File: src/design/dcad_defs.svh
// Constants for the DRAM command and address input decode
// Operation
// Chip select high masks every command
// Command code is CS, RAS, CAS, WE
// Beats with mask high are discarded
// Mask sampled on both strobe edges
// MR1 bit A11 picks mask or TDQS
// Bank inputs pick bank for ACT/RD/WR/PRE
// Bank inputs pick mode register on MRS
// A10 high on RD/WR means auto-precharge
// A10 high on PRE precharges all banks
// Row on ACT, column on RD/WR
// MRS loads address op-code into register
// Power-down keeps only CK, ODT, CKE receivers
// Self-refresh keeps only the CKE receiver
// Controller holds CKE high during accesses
// Inputs registered on rising true clock
`ifndef DCAD_DEFS_SVH
`define DCAD_DEFS_SVH
`define DCAD_ADDR_W      15
`define DCAD_BANK_W      3
`define DCAD_DQ_W        8
`define DCAD_MR_W        16
`define DCAD_MR_N        4
`define DCAD_AP_BIT      10
`define DCAD_TDQS_BIT    11
`define DCAD_MR_TDQS     2
`define DCAD_MR1_IDX     1
`define DCAD_MR_RST      16'h0000
`define DCAD_CODE_MRS    3'h0
`define DCAD_CODE_REF    3'h1
`define DCAD_CODE_PRE    3'h2
`define DCAD_CODE_ACT    3'h3
`define DCAD_CODE_WR     3'h4
`define DCAD_CODE_RD     3'h5
`define DCAD_CODE_ZQ     3'h6
`endif

File: src/design/dcad_pkg.sv
// Types for the DRAM command and address input decode
`include "dcad_defs.svh"
package dcad_pkg;
  // Decoded operations
  typedef enum logic [2:0] {
    op_nop, op_mrs, op_ref, op_pre, op_act, op_wr, op_rd, op_zq
  } dcad_op_t;

  // Command and address pins as sampled
  typedef struct packed {
    logic                      cs_n;
    logic                      ras_n;
    logic                      cas_n;
    logic                      we_n;
    logic [`DCAD_BANK_W-1:0]   ba;
    logic [`DCAD_ADDR_W-1:0]   addr;
  } dcad_pins_t;

  // Decoded command handed to the array logic
  typedef struct packed {
    dcad_op_t                  op;
    logic [`DCAD_BANK_W-1:0]   bank;
    logic [`DCAD_ADDR_W-1:0]   addr;
    logic                      auto_pre;
    logic                      all_banks;
  } dcad_cmd_t;

  // Data pins as sampled
  typedef struct packed {
    logic                      dqs;
    logic                      dm;
    logic [`DCAD_DQ_W-1:0]     dq;
  } dcad_data_t;
endpackage

File: src/design/dcad_decode.sv
// Command, address and write-mask input decode of a DDR3 DRAM
`timescale 1ns/1ps
`default_nettype none
`include "dcad_defs.svh"
module dcad_decode (
  // Clock and reset
  input  wire logic                            mclk,
  input  wire logic                            rst,
  // Pins from the memory controller
  input  wire logic                            ck,
  input  wire logic                            cke,
  input  wire logic                            odt,
  input  wire dcad_pkg::dcad_pins_t            pins,
  input  wire dcad_pkg::dcad_data_t            dpins,
  // Device state
  input  wire logic                            power_down,
  input  wire logic                            self_refresh,
  input  wire logic                            wr_active,
  // Decoded command
  output logic                                 cmd_valid,
  output dcad_pkg::dcad_cmd_t                  cmd,
  output logic [`DCAD_MR_N-1:0][`DCAD_MR_W-1:0] mode_reg,
  output logic                                 tdqs_mode,
  // Write data beats
  output logic                                 wr_valid,
  output logic                                 wr_dropped,
  output logic [`DCAD_DQ_W-1:0]                wr_data,
  // Receivers that stay awake
  output logic                                 cke_rx,
  output logic                                 odt_rx
);

  // Maps the four-signal command code to an operation
  function automatic dcad_pkg::dcad_op_t op_of(input dcad_pkg::dcad_pins_t p);
    dcad_pkg::dcad_op_t o;
    o = dcad_pkg::op_nop;
    if (!p.cs_n) begin
      unique case ({p.ras_n, p.cas_n, p.we_n})
        `DCAD_CODE_MRS: o = dcad_pkg::op_mrs;
        `DCAD_CODE_REF: o = dcad_pkg::op_ref;
        `DCAD_CODE_PRE: o = dcad_pkg::op_pre;
        `DCAD_CODE_ACT: o = dcad_pkg::op_act;
        `DCAD_CODE_WR:  o = dcad_pkg::op_wr;
        `DCAD_CODE_RD:  o = dcad_pkg::op_rd;
        `DCAD_CODE_ZQ:  o = dcad_pkg::op_zq;
        default:        o = dcad_pkg::op_nop;
      endcase
    end
    return o;
  endfunction

  // Two-stage synchronisers on every pin; first stage feeds only the second
  dcad_pkg::dcad_pins_t pins_s1, pins_s2;
  dcad_pkg::dcad_data_t data_s1, data_s2;
  logic                 ck_s1, ck_s2, ck_d, dqs_d;
  logic                 cke_s1, cke_s2, odt_s1, odt_s2;

  always_ff @(posedge mclk or posedge rst) begin
    if (rst) begin
      pins_s1 <= '1;
      pins_s2 <= '1;
      data_s1 <= '0;
      data_s2 <= '0;
      {ck_s1, ck_s2, ck_d, dqs_d}     <= 4'h0;
      {cke_s1, cke_s2, odt_s1, odt_s2} <= 4'h0;
    end else begin
      pins_s1 <= pins;
      pins_s2 <= pins_s1;
      data_s1 <= dpins;
      data_s2 <= data_s1;
      ck_s1   <= ck;
      ck_s2   <= ck_s1;
      ck_d    <= ck_s2;
      dqs_d   <= data_s2.dqs;
      cke_s1  <= cke;
      cke_s2  <= cke_s1;
      odt_s1  <= odt;
      odt_s2  <= odt_s1;
    end
  end

  // Receiver gating: self-refresh leaves only CKE, power-down also CK and ODT
  logic ck_rx_en, cmd_rx_en, ck_rise, dqs_edge;
  assign ck_rx_en  = !self_refresh;
  assign cmd_rx_en = !self_refresh && !power_down;
  assign ck_rise   = ck_rx_en && ck_s2 && !ck_d;
  // Both strobe edges carry a beat, so any change counts
  assign dqs_edge  = cmd_rx_en && wr_active && (data_s2.dqs != dqs_d);

  // Next values of the decode, mode registers and write beat
  logic                                  next_cmd_valid;
  dcad_pkg::dcad_cmd_t                   next_cmd;
  logic [`DCAD_MR_N-1:0][`DCAD_MR_W-1:0] next_mode_reg;
  logic                                  next_wr_valid, next_wr_dropped;
  logic [`DCAD_DQ_W-1:0]                 next_wr_data;
  dcad_pkg::dcad_op_t                    cur_op;
  logic                                  dm_eff;

  assign cur_op = op_of(pins_s2);
  // In TDQS mode the shared pin is a strobe, so it never masks data
  assign dm_eff = data_s2.dm && !tdqs_mode;

  always_comb begin
    next_cmd_valid  = 1'b0;
    next_cmd        = cmd;
    next_mode_reg   = mode_reg;
    next_wr_valid   = 1'b0;
    next_wr_dropped = 1'b0;
    next_wr_data    = wr_data;
    if (ck_rise && cmd_rx_en && cur_op != dcad_pkg::op_nop) begin
      next_cmd_valid     = 1'b1;
      next_cmd.op        = cur_op;
      next_cmd.bank      = pins_s2.ba;
      next_cmd.addr      = pins_s2.addr;
      next_cmd.auto_pre  = 1'b0;
      next_cmd.all_banks = 1'b0;
      if (cur_op == dcad_pkg::op_rd || cur_op == dcad_pkg::op_wr) begin
        next_cmd.auto_pre = pins_s2.addr[`DCAD_AP_BIT];
      end
      if (cur_op == dcad_pkg::op_pre) begin
        next_cmd.all_banks = pins_s2.addr[`DCAD_AP_BIT];
      end
      // Upper bank bit must be low for a mode register access
      if (cur_op == dcad_pkg::op_mrs && !pins_s2.ba[`DCAD_MR_TDQS]) begin
        next_mode_reg[pins_s2.ba[`DCAD_MR_TDQS-1:0]] =
          {1'b0, pins_s2.addr};
      end
    end
    if (dqs_edge) begin
      next_wr_data = data_s2.dq;
      if (dm_eff) begin
        next_wr_dropped = 1'b1;
      end else begin
        next_wr_valid = 1'b1;
      end
    end
  end

  // Register the decode results
  always_ff @(posedge mclk or posedge rst) begin
    if (rst) begin
      cmd_valid  <= 1'b0;
      cmd        <= '0;
      mode_reg   <= {`DCAD_MR_N{`DCAD_MR_RST}};
      wr_valid   <= 1'b0;
      wr_dropped <= 1'b0;
      wr_data    <= '0;
    end else begin
      cmd_valid  <= next_cmd_valid;
      cmd        <= next_cmd;
      mode_reg   <= next_mode_reg;
      wr_valid   <= next_wr_valid;
      wr_dropped <= next_wr_dropped;
      wr_data    <= next_wr_data;
    end
  end

  // Awake receivers and the mask/strobe pin function
  assign tdqs_mode = mode_reg[`DCAD_MR1_IDX][`DCAD_TDQS_BIT];
  assign cke_rx    = cke_s2;
  assign odt_rx    = odt_s2 && ck_rx_en;
endmodule
`default_nettype wire

File: config.mk
export PLATFORM = sky130hd
export DESIGN_NAME = dcad_decode
export DESIGN_NICKNAME = d
export VERILOG_FILES = /design/src/design/dcad_pkg.sv /design/src/design/dcad_decode.sv
export VERILOG_INCLUDE_DIRS = /design/src /design/src/design
export SDC_FILE = /design/constraint.sdc
export NUM_CORES = 1
export LEC_CHECK = 0
export BUFFER_PORTS_ARGS = -buffer_cell sky130_fd_sc_hd__clkbuf_2
export CORE_ASPECT_RATIO = 0.75
export CORE_MARGIN = 4
export CORE_UTILIZATION = 47
export DETAILED_ROUTE_END_ITERATION = 6
export PLACE_DENSITY = 0.75
export SYNTH_ARGS = -nofsm -noshare
export SYNTH_HDL_FRONTEND = slang
export SYNTH_SLANG_ARGS = --single-unit
File: constraint.sdc
create_clock -name mclk -period 5.21 [get_ports mclk]
set_input_delay 0.7815 -clock mclk [delete_from_list [all_inputs] [get_ports mclk]]
set_output_delay 0.7815 -clock mclk [all_outputs]
set_load 0.01 [all_outputs]
Yosys cells after proc, flatten, opt, wreduce, memory -nomap -nowiden
Cells that the tools add are included.
{"block": "totals", "register_bits": 170, "latch_bits": 0, "ramBits": 0, "mem_bits_ro": 0, "input_bits": 40, "out_inout_bits": 101, "elab_cells": 84, "mem_count": 0}
{"block": "op_classes", "addsub": 0, "mul": 0, "n_div": 0, "order_cmp": 2, "eq_ne": 11, "shift": 0, "muxes": 12, "bitwise": 0, "reduce_logical": 20}
{"op": "$bwmux W64", "count": 1}
{"op": "$demux W16 S2", "count": 1}
{"op": "$pmux W3 S7", "count": 1}
{"op": "$mux W16", "count": 1}
{"op": "$eq A3 B3 Y1 const B", "count": 5}
{"op": "$logic_and A1 B1 Y1", "count": 11}
{"op": "$eq A3 B2 Y1 const B", "count": 3}
{"op": "$mux W1", "count": 7}
{"op": "$eq A3 B1 Y1 const B", "count": 2}
{"op": "$logic_not A1 Y1", "count": 5}
{"op": "$logic_not A3 Y1", "count": 1}
{"op": "$lt A2 B3 Y1 const B", "count": 1}
{"op": "$mux W3", "count": 1}
{"op": "$reduce_bool A3 Y1", "count": 1}
{"op": "$ge A2 B1 Y1 const B", "count": 1}
{"op": "$reduce_and A2 Y1", "count": 1}
{"op": "$logic_or A1 B1 Y1", "count": 1}
{"op": "$ne A1 B1 Y1", "count": 1}

Depth between registers and ports, before layout
{"block": "logic_depth", "depth_word": 6, "depth_mapped": 6, "ltp_nobuf": 3}

Worst setup path before layout
OpenSTA, ideal clock, no wires.
{"block": "synth_path", "path_type": "in2reg", "from": "in self_refresh", "to": "reg mode_reg[0] (netlist bit)", "setup_time_ns": 0.125, "arrival_time_ns": 2.523, "required_time_ns": 5.085, "slack_ns": 2.562, "path_stages": 6, "n_path_buf": 3, "path_cell_list": "or4b_1 -> buf_6 -> or4_4 -> buf_6 -> buf_6 -> mux2_4"}
{"block": "synth_via", "elab_chain_len": 6, "elab_cells_between_ends": 7, "classes_between": "reduce/logical (7)"}
{"element": "start, declared", "line": "dcad_decode.sv:17", "text": "input wire logic self_refresh,"}
{"element": "$logic_not A1 Y1 (*)", "line": "dcad_decode.sv:84, dcad_decode.sv:85"}
{"element": "$logic_and A1 B1 Y1 (2 in a row)", "line": "dcad_decode.sv:86", "text": "assign ck_rise = ck_rx_en && ck_s2 && !ck_d;"}
{"element": "$logic_and A1 B1 Y1 (*) (2 in a row)", "line": "dcad_decode.sv:110", "text": "if (ck_rise && cmd_rx_en && cur_op != dcad_pkg::op_nop) begin"}
{"element": "$reduce_and A2 Y1 (no source line) (*)"}
{"element": "end signal, assigned", "line": "dcad_decode.sv:144", "text": "mode_reg <= {`DCAD_MR_N{`DCAD_MR_RST}};"}
{"element": "end signal, assigned", "line": "dcad_decode.sv:151", "text": "mode_reg <= next_mode_reg;"}
{"element": "end, declared", "line": "dcad_decode.sv:22", "text": "output logic [`DCAD_MR_N-1:0][`DCAD_MR_W-1:0] mode_reg,"}
Every way passes the cells marked *; elsewhere a longest branch is shown, timed or not.
A chain may end at the register's enable or synchronous reset.

Worst setup path in the final report
{"block": "layout_path", "from": "in self_refresh", "to": "reg cmd[9] (netlist bit)"}
{"block": "layout_via", "elab_chain_len": 5, "elab_cells_between_ends": 6, "classes_between": "reduce/logical (6)"}
{"element": "$logic_not A1 Y1 (*)", "line": "dcad_decode.sv:84, dcad_decode.sv:85"}
{"element": "$logic_and A1 B1 Y1 (2 in a row)", "line": "dcad_decode.sv:86"}
{"element": "$logic_and A1 B1 Y1 (*) (2 in a row)", "line": "dcad_decode.sv:110"}
{"element": "end signal, assigned", "line": "dcad_decode.sv:150", "text": "cmd <= next_cmd;"}
{"element": "end, declared", "line": "dcad_decode.sv:21", "text": "output dcad_pkg::dcad_cmd_t cmd,"}
Marks and branches as above.

==> impl_metrics.tcl <==
set metrics [dict create \
    final_common_cell "clkbuf_2" \
    dr.pass1.iters 4 \
    die_y_um 102.9 \
    synth.distinct_cells 30 \
    synth_xor_area_share_pct 0.3102 \
    fmax_ghz 0.3846 \
    wl_met1_mm 5.137 \
    antenna_found_initial 0 \
    slew_headroom_pct 55.39 \
    yosys.area_share.simple_pct 2.991 \
    clock_skew_ns 0.007482 \
    post-route-period-util_pct 49.91 \
    grt_util_all_layers_pct 16.82 \
    cts_sinks 166 \
    synth_top_family_by_area "multiplexers" \
    coreArea_sq_mm 0.01166 \
    cp_max_fo 17 \
    ys_ff_latch 166 \
    grt_pass1_vias 3193 \
    setup-tns-final_ns 0 \
    wl_met2_mm 5.028 \
    nNetsFinal 490 \
    gp_congestion 0.7744 \
    design.die.area_sq_mm 0.01385 \
    h-tree-depth 4 \
    vdd_ir_drop_max_uv 309.0 \
    wl_met3_um 693 \
    tightest_slew_ns 0.6691 \
    routed_wl_mm 10.98 \
    post_cts_buffers 0 \
    wl_per_cell_um 17.56 \
    worst-setup-path-type "in2reg" \
    hold_buffers 0 \
    startpoint_type "input port" \
    start_util_pct 48.44 \
    rows 34 \
    finalSetupViolations 0 \
    portBuffers 136 \
    die_w_um 134.6 \
    finalPower_w 0.003029 \
    drv_slew 0 \
    yosys.area_share.adder_pct 0 \
    hold_viol_final 0 \
    crit_required_ns 5.50 \
    grt_pass1_wl_mm 17.36 \
    insertion_delay_ns 0.41 \
    netlist_instances 302 \
    grt_max_degree 76 \
    drv_cap 0 \
    io_pins 141 \
    hp-class "reg2reg" \
    drive_above_1_share_pct 64.79 \
    fin_cells 625 \
    clk_pin_slew_ns 0.06 \
    highest_layer "met4" \
    dp_hpwl_mm 7.324 \
    cts_tree "done" \
    ys_seq_area_share_pct 74.54 \
    vias_per_cell 4.797 \
    dp.cells 593 \
    leakagePower_nw 3.623 \
    worstPathArrival_ns 2.89 \
    syn_to_final_growth_pct 26.35 \
    synth_compound_area_share_pct 0.6869 \
    clock_path_buffers 2 \
    syn_area_sq_mm 0.005647 \
    timing.rr.start "pins_s2[21]$_DFF_PP1_" \
    route.detailed.drc 0 \
    critPathLaunch "self_refresh" \
    rsz0062_at_grt "no" \
    final_cell_mix "clkbuf_2 (136), dfrtp_1 (122), mux2_2 (58)" \
    synth_warnings 0 \
    p_per_area_mw_per_mm2 424.5 \
    cp-end-kind "register" \
    synth_mux_area_share_pct 19.06 \
    gr-total-overflow 0 \
    largest_reg_flops 60 \
    numCtsBuffers 17 \
    synth.avg_cell_area_sq_um 18.70 \
    cts_root_buf "clkbuf_16" \
    nFillCells 903 \
    final.min_clock_period_ns 2.600 \
    min-delay-start "data_s1[9]$_DFF_PP0_" \
    cts_resized 0 \
    drt-initial-drc-count 82 \
    outcome "finished, final reports clean" \
    vias 2998 \
    drtAntennaViolNets 0 \
    n_antenna_cell 0 \
]
## worst paths after layout
kind | end | slack [ns] | cells after the start
hold reg to reg | data_s2[9]$_DFF_PP0_ | 0.35 | 0
setup reg to reg | cmd[9]$_DFFE_PP0P_ | 2.71 | 4
max in group asynchronous | pins_s2[20]$_DFF_PP1_ | 3.68 | 3
min in group asynchronous | mode_reg[1]$_DFFE_PP0P_ | 0.47 | 2
hold / removal | data_s2[9]$_DFF_PP0_ | 0.35 | 0
setup / recovery | cmd[9]$_DFFE_PP0P_ | 2.61 | 5
## where the power goes
part | switching, W | total (W) | leakage, nW | internal [W]
registers | 0.0000573 | 0.00145 | 2.05 | 0.00139
clock network | 0.000489 | 0.00137 | 0.314 | 0.000880
logic | 0.000111 | 0.000210 | 1.26 | 0.0000990
total | 0.000657 | 0.00303 | 3.62 | 0.00237
## area by class of cell
type	instances	area [sq um]	share of cell area (%)
multi-input combinational	120	1328	18.61
inverter	4	20.02	0.2806
clock buffer	21	460.4	6.454
tap	162	202.7	2.841
clock inverter	11	196.4	2.753
sequential	166	4209	59.00
timing repair buffer	141	718.2	10.07
## per-layer routing
layer | GRT usage [%] | up-vias
met5 | 0 | -
met4 | 4.930 | 0
met3 | 5.902 | 12
met2 | 25.71 | 105
met1 | 23.13 | 1550
li1 | - | 1331
## through the flow
step / worst slack [ns] / area [sq um] / hold slack (ns) / util [%]
after detailed placement: 2.186 / 6477 / 0.3347 / 55.57
after CTS: 2.607 / 7134 / 0.3496 / 61.21
after global routing: 2.560 / 7134 / 0.3588 / 61.21
after global placement: 2.268 / 6477 / 0.3325 / 55.57
final: 2.610 / 7134 / 0.3484 / 61.21
after floorplan: 0.01129 / 5658 / 0.3312 / -
## worst max-delay path, cell delays in order
cell	delay [ns]
clkbuf_2	0.11
or4b_1	0.71
a311oi_4	0.53
buf_4	0.39
mux2_2	0.37
## synth_stat cells
| cell type | n | area [sq um] |
|---|---|---|
| a21oi_1 | 2 | 10.01 |
| a2bb2oi_1 | 1 | 8.760 |
| a311oi_2 | 1 | 15.01 |
| buf_2 | 4 | 20.02 |
| buf_4 | 5 | 37.54 |
| buf_6 | 5 | 56.30 |
| clkbuf_1 | 1 | 3.750 |
| conb_1 | 1 | 3.750 |
| dfrtp_1 | 122 | 3053 |
| dfstp_2 | 44 | 1156 |
| inv_1 | 4 | 15.01 |
| mux2_1 | 10 | 112.6 |
| mux2_2 | 58 | 653.1 |
| mux2_4 | 20 | 300.3 |
| mux2i_1 | 1 | 10.01 |
| nand2_1 | 2 | 7.510 |
| nand3_1 | 1 | 5.000 |
| nor2_1 | 4 | 15.01 |
| nor2b_1 | 1 | 6.260 |
| nor3b_1 | 1 | 7.510 |
| nor4_4 | 2 | 42.54 |
| o21ai_0 | 1 | 5.000 |
| or3_1 | 1 | 6.260 |
| or4_1 | 2 | 15.01 |
| or4_4 | 2 | 22.52 |
| or4b_1 | 2 | 20.02 |
| or4b_2 | 1 | 10.01 |
| or4bb_1 | 1 | 11.26 |
| xnor2_1 | 1 | 8.760 |
| xor2_1 | 1 | 8.760 |
## logic make-up after synthesis
kind of cell    Yosys count
flops                   166
mux                      89
simple gates             20
buf+inv                  19
compound gates            5
xor+xnor                  2
other cells               1
Note: power is estimated with default switching activity, not from simulation.
